## config.mk

```make
export PLATFORM = sky130hd
export DESIGN_NAME = ids_i2c_dac_slave
export DESIGN_NICKNAME = d
export VERILOG_FILES = /design/src/rtl/ids_pkg.sv /design/src/rtl/ids_i2c_dac_slave.sv /design/src/rtl/ids_sync.sv
export SDC_FILE = /design/constraint.sdc
export NUM_CORES = 1
export LEC_CHECK = 0
export BUFFER_PORTS_ARGS = -buffer_cell sky130_fd_sc_hd__buf_4
export CAP_MARGIN = 20
export CORE_ASPECT_RATIO = 0.8
export CORE_UTILIZATION = 54
export DETAILED_ROUTE_END_ITERATION = 10
export PLACE_DENSITY = 0.85
export SLEW_MARGIN = 10
export SYNTH_ARGS = -nofsm -noshare
export SYNTH_HDL_FRONTEND = slang
export SYNTH_SLANG_ARGS = --single-unit
export TNS_END_PERCENT = 10
```

## constraint.sdc

```tcl
create_clock -name sys_clk -period 3.75 [get_ports sys_clk]
set_clock_uncertainty 0.15 [all_clocks]
set_input_delay 0.375 -clock sys_clk [delete_from_list [all_inputs] [get_ports sys_clk]]
set_output_delay 0.375 -clock sys_clk [all_outputs]
set_load 0.05 [all_outputs]
```

## src/rtl/ids_pkg.sv

```systemverilog
// Shared constants and types of the I2C converter slave front end.
package ids_pkg;

  // ****************************************************************
  // Register map on the Wishbone slave
  // ****************************************************************
  localparam logic [7:0]  OFF_CTRL      = 8'h00;
  localparam logic [7:0]  OFF_STATUS    = 8'h04;
  localparam int          CTRL_EN_BIT   = 0;
  localparam logic        CTRL_EN_RESET = 1'b1;
  localparam int          ST_CODE_LSB   = 0;
  localparam int          ST_PD_LSB     = 8;
  localparam int          ST_HS_BIT     = 10;
  localparam int          ST_ADDRD_BIT  = 11;
  localparam int          ST_SEL_BIT    = 12;

  // ****************************************************************
  // Bus protocol constants
  // ****************************************************************
  localparam logic [5:0]  ADDR_FIXED    = 6'h26;
  localparam logic [7:0]  BCAST_BYTE    = 8'h90;
  localparam logic [4:0]  MASTER_CODE   = 5'h01;
  localparam logic [3:0]  BITS_PER_BYTE = 4'h8;

  // ****************************************************************
  // Reset values and timing counts
  // ****************************************************************
  localparam logic [7:0]  CODE_RESET    = 8'h00;
  localparam logic [1:0]  PD_NORMAL     = 2'h0;
  localparam int          SYNC_STAGES   = 2;
  localparam logic [1:0]  CAP_CYCLES    = 2'h3;

  // ****************************************************************
  // Types
  // ****************************************************************
  typedef enum logic [2:0] {
    ST_IDLE,
    ST_ADDR,
    ST_DATA,
    ST_ACK,
    ST_IGNORE
  } ids_state_t;

  typedef struct packed {
    logic [1:0] pdMode;
    logic [7:0] code;
  } ids_dac_t;

endpackage

```

## src/rtl/ids_i2c_dac_slave.sv

```systemverilog
// I2C slave front end that loads the converter code and power-down mode.
`timescale 1ns/1ps
`default_nettype none
module ids_i2c_dac_slave (
  // Clock and reset
  input  wire logic               sys_clk,
  input  wire logic               reset,
  // I2C pins, open drain
  input  wire logic               sclIn,
  input  wire logic               sdaIn,
  output logic                    sdaOut,
  output logic                    sdaOe,
  input  wire logic               address_select_pin,
  // Converter side
  output var  ids_pkg::ids_dac_t  dacState,
  output logic                    high_speed_rate,
  // Wishbone slave
  input  wire logic               wb_cyc_i,
  input  wire logic               wb_stb_i,
  input  wire logic               wb_we_i,
  input  wire logic [7:0]         wb_adr_i,
  input  wire logic [3:0]         wb_sel_i,
  input  wire logic [31:0]        wb_dat_i,
  output logic      [31:0]        wb_dat_o,
  output logic                    wb_ack_o
);
  import ids_pkg::*;

  // ****************************************************************
  // State record
  // ****************************************************************
  typedef struct packed {
    ids_state_t  state;
    logic [3:0]  bitCnt;
    logic [7:0]  shift;
    logic        ackDrive;
    logic        isAddr;
    logic        byteIdx;
    logic [7:0]  msbByte;
    logic [7:0]  code;
    logic [1:0]  pdMode;
    logic        hsMode;
    logic        sdaOe;
    logic        sdaOut;
    logic        sclPrev;
    logic        sdaPrev;
    logic [1:0]  capCnt;
    logic        capDone;
    logic        addrSel;
    logic        slaveEnable;
    logic        wbAck;
    logic [31:0] wbDat;
  } ids_regs_t;

  ids_regs_t st;
  ids_regs_t next_st;

  // ****************************************************************
  // Pin synchronisers
  // ****************************************************************
  logic [2:0] pinSync;
  logic       sclS;
  logic       sdaS;
  logic       selS;

  ids_sync #(
    .WIDTH (3)
  ) u_sync (
    .sys_clk (sys_clk),
    .reset   (reset),
    .d       ({address_select_pin, sdaIn, sclIn}),
    .q       (pinSync)
  );

  assign sclS = pinSync[0];
  assign sdaS = pinSync[1];
  assign selS = pinSync[2];

  // ****************************************************************
  // Bus condition decode
  // ****************************************************************
  // SCL is only ever sampled; the master owns every clock pulse.
  logic sclRise;
  logic sclFall;
  logic startCond;
  logic stopCond;
  logic byteDone;
  logic ownMatch;
  logic bcastMatch;
  logic masterCode;

  assign sclRise    = sclS & ~st.sclPrev;
  assign sclFall    = ~sclS & st.sclPrev;
  assign startCond  = sclS & st.sclPrev & st.sdaPrev & ~sdaS;
  assign stopCond   = sclS & st.sclPrev & ~st.sdaPrev & sdaS;
  assign byteDone   = sclFall && (st.bitCnt == BITS_PER_BYTE);
  assign ownMatch   = (st.shift[7:1] == {ADDR_FIXED, st.addrSel}) && !st.shift[0];
  assign bcastMatch = (st.shift == BCAST_BYTE);
  assign masterCode = (st.shift[7:3] == MASTER_CODE);

  // ****************************************************************
  // Register read mux
  // ****************************************************************
  logic [31:0] ctrlWord;
  logic [31:0] statusWord;
  logic        addressed;

  assign addressed = (st.state == ST_DATA) || (st.state == ST_ACK && !st.isAddr);

  always_comb begin
    ctrlWord = '0;
    ctrlWord[CTRL_EN_BIT] = st.slaveEnable;
    statusWord = '0;
    statusWord[ST_CODE_LSB +: 8] = st.code;
    statusWord[ST_PD_LSB +: 2] = st.pdMode;
    statusWord[ST_HS_BIT] = st.hsMode;
    statusWord[ST_ADDRD_BIT] = addressed;
    statusWord[ST_SEL_BIT] = st.addrSel;
  end

  // ****************************************************************
  // Next-state logic
  // ****************************************************************
  always_comb begin
    next_st = st;
    next_st.sclPrev = sclS;
    next_st.sdaPrev = sdaS;
    // The pin is only ever pulled low, never driven high.
    next_st.sdaOut = 1'b0;

    // The select pin is caught once, after reset and after the synchroniser settles.
    if (!st.capDone) begin
      if (st.capCnt == CAP_CYCLES) begin
        next_st.addrSel = selS;
        next_st.capDone = 1'b1;
      end else begin
        next_st.capCnt = st.capCnt + 2'h1;
      end
    end

    // Wishbone: ack one cycle after the strobe; the write lands on the ack edge.
    next_st.wbAck = wb_cyc_i & wb_stb_i & ~st.wbAck;
    if (wb_cyc_i && wb_stb_i && !st.wbAck) begin
      if (wb_adr_i == OFF_CTRL) begin
        next_st.wbDat = ctrlWord;
      end else if (wb_adr_i == OFF_STATUS) begin
        next_st.wbDat = statusWord;
      end else begin
        next_st.wbDat = '0;
      end
    end
    if (wb_cyc_i && wb_stb_i && wb_we_i && st.wbAck && wb_sel_i[0] && wb_adr_i == OFF_CTRL) begin
      next_st.slaveEnable = wb_dat_i[CTRL_EN_BIT];
    end

    if (stopCond) begin
      next_st.state  = ST_IDLE;
      next_st.sdaOe  = 1'b0;
      next_st.hsMode = 1'b0;
    end else if (startCond) begin
      // A repeated start takes this same path and keeps the rate setting.
      next_st.state   = (st.slaveEnable && st.capDone) ? ST_ADDR : ST_IDLE;
      next_st.bitCnt  = '0;
      next_st.sdaOe   = 1'b0;
      next_st.byteIdx = 1'b0;
    end else begin
      case (st.state)
        ST_IDLE: begin
          // Traffic is ignored until the next start condition.
          next_st.sdaOe = 1'b0;
        end
        ST_ADDR, ST_DATA: begin
          // SDA is sampled on the rising SCL edge, the stable high phase.
          if (sclRise && st.bitCnt < BITS_PER_BYTE) begin
            next_st.shift  = {st.shift[6:0], sdaS};
            next_st.bitCnt = st.bitCnt + 4'h1;
          end else if (byteDone) begin
            next_st.state  = ST_ACK;
            next_st.bitCnt = '0;
            next_st.isAddr = (st.state == ST_ADDR);
            if (st.state == ST_ADDR) begin
              // Read direction, ten-bit and general call bytes match nothing.
              next_st.ackDrive = ownMatch | bcastMatch;
              if (masterCode) begin
                next_st.hsMode = 1'b1;
              end
            end else begin
              next_st.ackDrive = 1'b1;
              if (!st.byteIdx) begin
                next_st.msbByte = st.shift;
              end
            end
            next_st.sdaOe = next_st.ackDrive;
          end
        end
        ST_ACK: begin
          if (sclFall) begin
            next_st.sdaOe = 1'b0;
            if (st.ackDrive) begin
              next_st.state = ST_DATA;
              if (!st.isAddr) begin
                if (st.byteIdx) begin
                  next_st.code   = {st.msbByte[3:0], st.shift[7:4]};
                  next_st.pdMode = st.msbByte[5:4];
                end
                next_st.byteIdx = ~st.byteIdx;
              end
            end else begin
              next_st.state = ST_IGNORE;
            end
          end
        end
        ST_IGNORE: begin
          next_st.sdaOe = 1'b0;
        end
        default: begin
          next_st.state = ST_IDLE;
        end
      endcase
    end
  end

  // ****************************************************************
  // State register
  // ****************************************************************
  always_ff @(posedge sys_clk or posedge reset) begin
    if (reset) begin
      st             <= '0;
      st.state       <= ST_IDLE;
      st.code        <= CODE_RESET;
      st.pdMode      <= PD_NORMAL;
      st.sclPrev     <= 1'b1;
      st.sdaPrev     <= 1'b1;
      st.slaveEnable <= CTRL_EN_RESET;
    end else begin
      st <= next_st;
    end
  end

  // ****************************************************************
  // Outputs
  // ****************************************************************
  assign sdaOut          = st.sdaOut;
  assign sdaOe           = st.sdaOe;
  assign dacState.code   = st.code;
  assign dacState.pdMode = st.pdMode;
  assign high_speed_rate = st.hsMode;
  assign wb_dat_o        = st.wbDat;
  assign wb_ack_o        = st.wbAck;

  // ****************************************************************
  // Assertions
  // ****************************************************************
  property p_start_addr;
    @(posedge sys_clk) disable iff (reset)
    (startCond && !stopCond && st.slaveEnable && st.capDone)
      |=> (st.state == ST_ADDR) && (st.bitCnt == 4'h0) && !st.sdaOe;
  endproperty
  a_start_addr: assert property (p_start_addr) else $error("start did not open address");

  property p_stop_release;
    @(posedge sys_clk) disable iff (reset)
    stopCond |=> (st.state == ST_IDLE) && !st.sdaOe && !st.hsMode;
  endproperty
  a_stop_release: assert property (p_stop_release) else $error("stop did not release");

  property p_pull_low_only;
    @(posedge sys_clk) disable iff (reset)
    $rose(st.sdaOe) |-> !st.sdaOut && $past(sclFall) && (st.state == ST_ACK);
  endproperty
  a_pull_low_only: assert property (p_pull_low_only) else $error("bad SDA drive");

  property p_own_ack;
    @(posedge sys_clk) disable iff (reset)
    (st.state == ST_ADDR && byteDone && ownMatch && !startCond && !stopCond)
      |=> st.sdaOe ##1 (st.sdaOe || st.state != ST_ACK);
  endproperty
  a_own_ack: assert property (p_own_ack) else $error("own address not acknowledged");

  property p_master_code;
    @(posedge sys_clk) disable iff (reset)
    (st.state == ST_ADDR && byteDone && masterCode && !startCond && !stopCond)
      |=> st.hsMode && !st.sdaOe;
  endproperty
  a_master_code: assert property (p_master_code) else $error("master code handling wrong");

  property p_no_read_ack;
    @(posedge sys_clk) disable iff (reset)
    (st.state == ST_ADDR && byteDone && st.shift[0]) |=> !st.sdaOe;
  endproperty
  a_no_read_ack: assert property (p_no_read_ack) else $error("read address acknowledged");

  property p_bcast_ack;
    @(posedge sys_clk) disable iff (reset)
    (st.state == ST_ADDR && byteDone && bcastMatch && !startCond && !stopCond) |=> st.sdaOe;
  endproperty
  a_bcast_ack: assert property (p_bcast_ack) else $error("broadcast not acknowledged");

  property p_gencall;
    @(posedge sys_clk) disable iff (reset)
    (st.state == ST_ADDR && byteDone && st.shift == 8'h00) |=> !st.sdaOe;
  endproperty
  a_gencall: assert property (p_gencall) else $error("general call acknowledged");

  property p_update;
    @(posedge sys_clk) disable iff (reset)
    (st.state == ST_ACK && sclFall && st.ackDrive && !st.isAddr && st.byteIdx
      && !startCond && !stopCond)
      |=> (st.code[7:4] == $past(st.msbByte[3:0])) && (st.code[3:0] == $past(st.shift[7:4]))
          && (st.pdMode == $past(st.msbByte[5:4]));
  endproperty
  a_update: assert property (p_update) else $error("code not loaded");

  property p_code_hold;
    @(posedge sys_clk) disable iff (reset)
    (st.state != ST_ACK) |=> $stable(st.code) && $stable(st.pdMode);
  endproperty
  a_code_hold: assert property (p_code_hold) else $error("code changed outside update");

  property p_wb_ack;
    @(posedge sys_clk) disable iff (reset)
    (wb_cyc_i && wb_stb_i && !st.wbAck) |=> st.wbAck ##1 !st.wbAck;
  endproperty
  a_wb_ack: assert property (p_wb_ack) else $error("wishbone ack timing wrong");

endmodule
`default_nettype wire

```

## src/rtl/ids_sync.sv

```systemverilog
// Two-stage synchroniser for inputs from outside the system clock domain.
`timescale 1ns/1ps
`default_nettype none
module ids_sync #(
  parameter int WIDTH = 1
) (
  // Clock and reset
  input  wire logic             sys_clk,
  input  wire logic             reset,
  // Data
  input  wire logic [WIDTH-1:0] d,
  output logic      [WIDTH-1:0] q
);

  logic [1:0][WIDTH-1:0] stages;
  logic [1:0][WIDTH-1:0] next_stages;

  // The first stage feeds only the second stage.
  always_comb begin
    next_stages[0] = d;
    next_stages[1] = stages[0];
  end

  always_ff @(posedge sys_clk or posedge reset) begin
    if (reset) begin
      stages <= '1;
    end else begin
      stages <= next_stages;
    end
  end

  assign q = stages[1];

endmodule
`default_nettype wire

```

After elaboration in Yosys (flattened, before gate mapping) --
Index checks and enable logic that the tools add are counted.
Word-level totals: bits in registers 84, output and inout port bits 46, word-level logic and storage cells 137
Operators by class: add/sub/neg operators 2, $lt $le $gt $ge 1, equal/unequal tests 17, multiplexer cells 33, bitwise logic cells 23, reduce and logical (&&, ||, !) cells 40
Operator list (count):
- 13-bit 2-to-1 mux | 2
- 2-bit nonzero test | 8
- 14-bit 2-to-1 mux | 1
- 2-bit 2-to-1 mux | 7
- 7-bit 2-to-1 mux | 2
- 7-bit AND reduction | 2
- 1-bit 2-to-1 mux | 13
- 1-bit NOT | 13
- 3-bit 2-to-1 mux | 4
- 4-bit inequality test, second input constant | 3
- 4-bit AND reduction | 3
- 1-bit logical AND | 11
- 5-bit AND reduction | 2
- 1-bit bitwise AND | 9
- 3-bit case mux with 3 select lines | 1
- 8-bit by 3-bit equality test with 1-bit output, second input constant | 1
- 8-bit equality test, second input constant | 1
- 8-bit logical NOT | 1
- 8-bit 2-to-1 mux | 1
- 7-bit equality test | 1
- 3-bit by 2-bit equality test with 1-bit output, second input constant | 2
- 6-bit AND reduction | 1
- 5-bit by 1-bit equality test with 1-bit output, second input constant | 1
- 5-bit nonzero test | 1
- other kinds (20) | 25

Logic depth before layout (Yosys ltp) --
Gate-level depths: netlist (run 1).
depth in word-level cells 9, gate-level depth with buffers 7, mapped depth without buffers 6

Modules after synthesis --
Synthesis (run 1) repeated with hierarchy kept, for this count alone.
Unflattened totals: cells, all modules 270, area, all modules 3020.4 µm²
By module, submodules not included:
- ids_i2c_dac_slave | instances 1, cells each 263, area an instance 2859.0 µm², seq. area each 1430.1 µm²
- ids_sync | instances 1, cells each 7, area an instance 161.4 µm², seq. area each 157.7 µm²

Worst setup path after synthesis (run 1) --
OpenSTA, ideal clock, no wires.
kind register to register, from reg st[72] in the netlist's numbering, to reg st[53] in the netlist's numbering, library setup time 125 ps, arrival time 1665 ps, data required time 3475 ps, setup slack 1810 ps, stages on the path, launching flop included 8, clock period less this slack 1940 ps, cell sequence dfrtp_1 inv_1 ha_1 and3b_1 nand3_2 or3_1 buf_6 mux2_4
Between the ends: longest elaborated chain between the ends 4, elaborated cells on any way between the ends 6
RTL lines:
- start, declared | line ids_i2c_dac_slave.sv:55 | ids_regs_t st;
- start signal, assigned | line ids_i2c_dac_slave.sv:236 | st <= next_st;
- 4-bit < comparator | line ids_i2c_dac_slave.sv:174 | if (sclRise && st.bitCnt < BITS_PER_BYTE) begin
- 1-bit logical AND | line ids_i2c_dac_slave.sv:174
- 1-bit NOT (no line)
- 7-bit AND reduction (no line) *
Mark *: on every way between the ends. The rest lies on a longest branch, timed or not. A chain may end at the register's enable or synchronous reset.

Worst setup path in the final report (run 1) --
from reg u_sync.stages, in the netlist u_sync.q[0], to reg st[73] in the netlist's numbering
Between the ends: longest elaborated chain between the ends 5, elaborated cells on any way between the ends 17
RTL lines:
- start, declared | line ids_sync.sv:15 | logic [1:0][WIDTH-1:0] stages;
- start signal, assigned | line ids_sync.sv:28 | stages <= next_stages;
- 1-bit bitwise AND, or another cell as far along | line ids_i2c_dac_slave.sv:94, ids_i2c_dac_slave.sv:95
- 1-bit bitwise AND, or another cell as far along (2 in series) | line ids_i2c_dac_slave.sv:94 | assign startCond = sclS & st.sclPrev & st.sdaPrev & ~sdaS;
- 3-bit nonzero test (no line), or another cell as far along
- 3-bit AND reduction (no line) / 7-bit 2-to-1 mux (equally long branches)
Parallel ways exist; a longest one is shown, timed or not. The select of a mux whose other input is x is not followed.

==> results of run 1 <==
==> area by class of cell <==
class                      count  area (um^2)  share of cell area (%)
clock buffer                   9          124                    3.71
timing repair buffer          50          398                    11.9
clock inverter                 7         73.8                    2.21
inverter                      12         45.0                    1.35
tap                           62         77.6                    2.33
sequential                    63         1590                    47.6
multi-input combinational    138         1030                    30.9
==> logic make-up after synthesis <==
| kind of cell | share of synthesized area [%] |
|---|---|
| DFF | 53.8 |
| AOI/OAI and AO/OA | 9.20 |
| other | 0.127 |
| xor gates and xnor gates | 1.19 |
| adders and majority gates | 1.27 |
| buffers and inverters | 13.8 |
| muxes | 11.4 |
| and+or+nand+nor | 9.28 |
==> worst min-delay path by stage <==
stage	cells past startpoint	slack (ps)	from	end
after global routing	2	100	wb_dat_i[0]	ctrlWord[0]
after detailed placement	0	200	u_sync.next_stages[5]	u_sync.q[2]
final	2	120	wb_dat_i[0]	ctrlWord[0]
after CTS	2	100	wb_dat_i[0]	ctrlWord[0]
after floorplan	0	200	u_sync.next_stages[3]	u_sync.q[0]
after global placement	0	200	u_sync.next_stages[3]	u_sync.q[0]
==> per-layer routing <==
metal  wire length [um]  vias to the layer above  track usage (%)
met3                274                        2             7.60
li1                   -                      862                -
met1               2180                      911             23.6
met5                  0                        -                0
met4                 27                        0             6.99
met2               2470                       48             33.5
==> flip-flops by register name (all words and copies together), names as in the netlist <==
signal	count
ctrlWord	1
dacState	10
high_speed_rate	1
sdaOe	1
st	30
u_sync.next_stages	3
u_sync.q	3
wb_ack_o	1
wb_dat_o	13
==> worst max-delay path, stage by stage, from the launching register on <==
cell and delay, ps:
dfstp_2 600, nor4b_1 480, nand2_1 440, a31oi_1 450, o22ai_1 160
==> through the flow <==
stage / worst slack (ps) / std cells / cell area, um^2
floorplan: 1670 / 263 / 3020
global placement: 1460 / 320 / 3080
detailed placement: 1350 / 320 / 3080
CTS: 1330 / 339 / 3310
global route: 1070 / 341 / 3340
finish: 1330 / 341 / 3340
==> power by group <==
| part | leakage, nW | switching [W] | internal, W |
|---|---|---|---|
| sequential | 0.830 | 0.00000555 | 0.000689 |
| combinational | 0.715 | 0.0000706 | 0.0000228 |
| clock | 0.0992 | 0.000258 | 0.000307 |
| total | 1.64 | 0.000334 | 0.00102 |
==> layout by cell type (no fill, tap or decap), types with 2 or more instances in the layout <==
cell type / Yosys / final
nand2_1: 8 / 8
ha_1: 3 / 3
nor3_1: 6 / 6
mux2_2: 21 / 21
dlygate4sd3_1: 0 / 4
o31a_1: 2 / 2
nor2_1: 7 / 7
or2_2: 2 / 2
clkinv_2: 0 / 2
xor2_1: 2 / 2
nor4bb_1: 2 / 2
a21oi_1: 8 / 8
dfrtp_1: 54 / 54
a31oi_1: 3 / 3
clkbuf_8: 0 / 9
o21ai_0: 4 / 4
xnor2_1: 2 / 2
nand3_1: 2 / 2
mux2_4: 6 / 6
inv_1: 12 / 11
clkinv_4: 0 / 3
a22o_1: 12 / 12
conb_1: 1 / 20
o22ai_1: 2 / 2
buf_4: 43 / 45
dfstp_2: 9 / 9
nand3b_1: 3 / 3
nand4_1: 3 / 3
o31ai_1: 2 / 2
==> timing repair <==
action | in CTS | in global routing
setup endpoints to repair | 0 | 0
endpoints found under the hold margin | 3 | 15
hold buffers | 3 | 1
==> impl_metrics.py, run 1 <==
metrics = {
    "yosys": {
        "syn_inst": 244,
        "yosys-top-cells-area": "dfrtp_1 46%, buf_4 11%, dfstp_2 8.0%",
        "synth-seq-cells": 63,
        "yosysSeqAreaShare_pct": 53.8,
        "synth_top_area_cell": "dfrtp_1",
        "synth_edf_count": 0,
        "ys.flop_type": "dfrtp_1",
        "synth.top_cell.area_share_pct": 45.8,
        "yosys_warnings": 0,
        "avgSynthCellArea_um2": 12.1,
        "syn-cell-area_mm2": 0.00295,
        "async_reset_ff_share_pct": 100,
        "yosys.cell_count.top_type": "dfrtp_1",
        "synth_common_cells": "54 x dfrtp_1, 43 x buf_4, 21 x mux2_2",
        "synth_cell_types": 46,
    },
    "place": {
        "dp_hpwl_um": 3520,
        "io_buffers": 43,
        "place.gp.congestion": 0.891,
    },
    "timing": {
        "finalHoldViolations": 0,
        "min_period_over_period_pct": 64.6,
        "fin_setup_tns_ps": 0,
        "drv_slew": 0,
        "hold_ws_ps": 123,
        "setup_violations": 0,
        "max-slew-margin-rel_pct": 63.8,
        "rsz0062_at_grt": "false",
        "finalCriticalPeriod_ps": 2420,
        "worst_slew_pin_slew_ps": 536,
        "fmax_mhz": 413,
    },
    "die": {
        "dieHeight_um": 68.1,
        "core_mm2": 0.00512,
        "die_x_um": 84.7,
        "std_cell_rows": 23,
        "io_pins": 98,
        "die-area_mm2": 0.00577,
        "start_util_pct": 57.6,
    },
    "cts": {
        "cts_tree": "yes",
        "post_cts_resized": 0,
        "postCtsSetupBuffers": 0,
        "cts.path.max_buffers": 2,
        "htree_levels": 3,
        "cts.sinks": 63,
        "root_buffer": "clkbuf_8",
        "clk_latency_ps": 340,
        "clkTransAtPathRegs_ps": 70,
        "cts_buffers": 9,
    },
    "setup_path": {
        "r2r-end": "st[73]",
        "worstPathArrival_ps": 2460,
        "ff2ff_setup_slack_ps": 1330,
        "cp.required_ps": 3790,
        "crit_fanout": 12,
        "path_class": "reg2reg",
        "rr_startpoint": "u_sync.q[0]",
        "worstRegToRegCells": 4,
        "startpoint": "u_sync.q[0]",
        "crit_path_end": "st[73]",
        "cp-start-kind": "flop",
        "end_kind": "flop",
    },
    "job": {
        "cap_violations": 0,
    },
    "outcome": {
        "violations": "DRC",
        "status": "finished with violations",
    },
    "pwr": {
        "power_leakage_nw": 1.64,
        "peakVddDrop_mv": 0.294,
        "power.total_w": 0.00135,
        "p_per_area_mw_per_mm2": 406,
    },
    "global_routing": {
        "grt_pass1_wl_um": 8370,
        "grt_usage_pct": 19.8,
        "grt_max_degree": 51,
        "antenna_found_initial": 0,
        "globalRouteOverflowTotal": 0,
        "grt_pass1_vias": 1747,
    },
    "drt": {
        "route.vias.total": 1823,
        "antenna_left": 0,
        "wirelength_um": 4950,
        "dr.pass1.iters": 9,
        "drc": 3,
        "viasPerCell": 5.35,
        "drt-wirelength-per-cell_um": 14.5,
        "first_iter_violations": 76,
    },
    "final_layout": {
        "nets": 329,
        "num_antenna_cells": 0,
        "syn2layout_area_growth_pct": 13.0,
        "drive_gt1_share_pct": 37.6,
        "fill_cells": 404,
        "post-route-util_pct": 65.1,
    },
    "min_path": {
        "hp-class": "in2reg",
    },
}
Power figures use the tool's default switching activity.
==> run 2, diff against run 1 <==
Settings changed: CORE_UTILIZATION 54 to 50, PLACE_DENSITY 0.85 to 0.79.
Clock period 3.75 ns to 2.45 ns, I/O delays scaled along.
==> run 2 against run 1 <==
Net effect:
- the flow now finishes without violations
- critical path depth grew 2
- core utilization decreased by 3.8 points
- final cell count rose by 5.9%
- power up 64%
- via count up 0.60%
- sequential power rose by 53%
- routed wire length up 2.5%
- clock-buffer cell count is 1 higher
- non-clock buffer count up 4
- fmax rose by 15%
- largest cell class unchanged
==> impl_metrics.py, run 2 (same netlist as run 1, synthesis figures left out) <==
metrics = {
    "die": {
        "dieHeight_um": 70.7,
        "core_mm2": 0.00556,
        "die-area_mm2": 0.00622,
        "die_x_um": 87.9,
        "io_pins": 98,
        "std_cell_rows": 24,
        "start_util_pct": 53.2,
    },
    "final_layout": {
        "final_area_mm2": 0.00341,
        "fill_cells": 433,
        "nets": 333,
        "regMostFlops": "st",
        "largest_reg_flops": 30,
        "drive_gt1_share_pct": 38.2,
        "final_cell_mix": "54 x dfrtp_1, 49 x buf_4, 21 x mux2_2, 20 x conb_1, 12 x a22o_1",
        "num_antenna_cells": 0,
        "multi_input_comb_area_mm2": 0.00103,
        "syn2layout_area_growth_pct": 15.4,
        "layout_commonest_cell": "dfrtp_1",
        "ff_latch_area_mm2": 0.00159,
    },
    "cts": {
        "htree_levels": 3,
        "cts.sinks": 63,
        "cts_buffers": 9,
        "clkTransAtPathRegs_ps": 70,
        "cts.path.max_buffers": 2,
        "root_buffer": "clkbuf_8",
        "clk_latency_ps": 340,
        "cts_tree": "yes",
    },
    "global_routing": {
        "grt_max_degree": 37,
        "use_met1_pct": 23.5,
        "grt_pass1_vias": 1768,
        "grt_pass1_wl_um": 8480,
        "use_met3_pct": 6.65,
        "met2_usage_pct": 28.4,
        "busiest_layer": "met2",
        "globalRouteOverflowTotal": 0,
        "grt_usage_pct": 18.5,
        "antenna_found_initial": 0,
    },
    "setup_path": {
        "cp.required_ps": 2520,
        "critical-path-slowest-cell": "or3_1",
        "critical_path.max_stage_delay_ps": 530,
        "cp-start-kind": "flop",
        "crit_family": "simple AND/OR/NAND/NOR gates",
        "path_class": "reg2reg",
        "crit_fanout": 6,
        "worstPathArrival_ps": 2190,
        "end_kind": "flop",
        "cp_cell_sequence": "inv_1 -> ha_1 -> and3b_1 -> nand3_2 -> or3_1 -> mux2_4",
        "path_buf_inv": 1,
    },
    "drt": {
        "antenna_left": 0,
        "route.vias.total": 1834,
        "drt-wirelength-per-cell_um": 14.1,
        "first_iter_violations": 107,
        "wirelength_um": 5070,
        "drc": 0,
        "dr.pass1.iters": 4,
        "viasPerCell": 5.08,
    },
    "timing": {
        "min_period_over_period_pct": 86.2,
        "rsz0062_at_grt": "false",
        "fin_setup_tns_ps": 0,
        "fmax_mhz": 474,
        "drv_slew": 0,
        "finalHoldViolations": 0,
        "finalCriticalPeriod_ps": 2110,
        "layout_setup_ws_ps": 338,
        "setup_violations": 0,
    },
    "place": {
        "io_buffers": 43,
        "dpl_cell_area_mm2": 0.00313,
        "dp_hpwl_um": 3500,
        "place.gp.congestion": 0.914,
        "place_ws_ps": 366,
    },
    "pwr": {
        "power.total_w": 0.00222,
        "power_leakage_nw": 1.66,
        "p_per_area_mw_per_mm2": 651,
        "peakVddDrop_mv": 0.382,
    },
    "min_path": {
        "hp-class": "in2reg",
    },
    "outcome": {
        "status": "completed",
    },
    "job": {
        "cap_violations": 0,
    },
}
run 2: cell type report:
class	count	area share, %
clock buffers	10	4.04
clock inverters	6	2.68
inverters	12	1.32
multi-input cells	138	30.2
flip-flops and latches	63	46.6
well taps	78	2.86
repair buffers	54	12.3
run 2: metal layers:
metal / vias up / share of wire (%)
li1: 865 / -
met1: 915 / 45
met2: 49 / 49
met3: 5 / 4.9
met4: 0 / 1.1
met5: - / 0
run 2: what timing repair did:
item | CTS | global route
buffers inserted | 0 | 0
hold buffers | 5 | 0
setup endpoints to repair | 0 | 0
endpoints found under the hold margin | 58 | 0
resized for setup | 0 | 0
run 2: worst paths after layout:
path / from / depth (start not counted) / endpoint / slack [ps]
max: st[72] / 6 / st[53] / 340
min: wb_adr_i[6] / 4 / wb_dat_o[0] / 90
max reg2reg: st[72] / 6 / st[53] / 340
min reg2reg: u_sync.next_stages[3] / 0 / u_sync.q[0] / 210
max in group asynchronous: reset / 4 / u_sync.q[1] / 1390
min in group asynchronous: reset / 4 / dacState[8] / 380
run 2: power by group:
part           switching (W)  internal, W
clock network       0.000409     0.000603
logic               0.000108    0.0000348
registers         0.00000938      0.00105
total               0.000526      0.00169
run 2: worst reg2reg max path, delay by kind of cell, from the launching register on:
family / cells / cell delay [ps]
simple gates: 3 / 820
fa+ha+maj: 1 / 150
mux: 1 / 370
buf+inv: 1 / 80
flops: 1 / 430
run 2: stage by stage:
stage	utilization [%]	instances	hold slack, ps
after detailed placement	56.3	340	189
after floorplan	-	263	99.5
after global placement	56.3	340	181
final	61.3	361	94.0
after CTS	61.3	361	71.9
after global routing	61.3	361	115
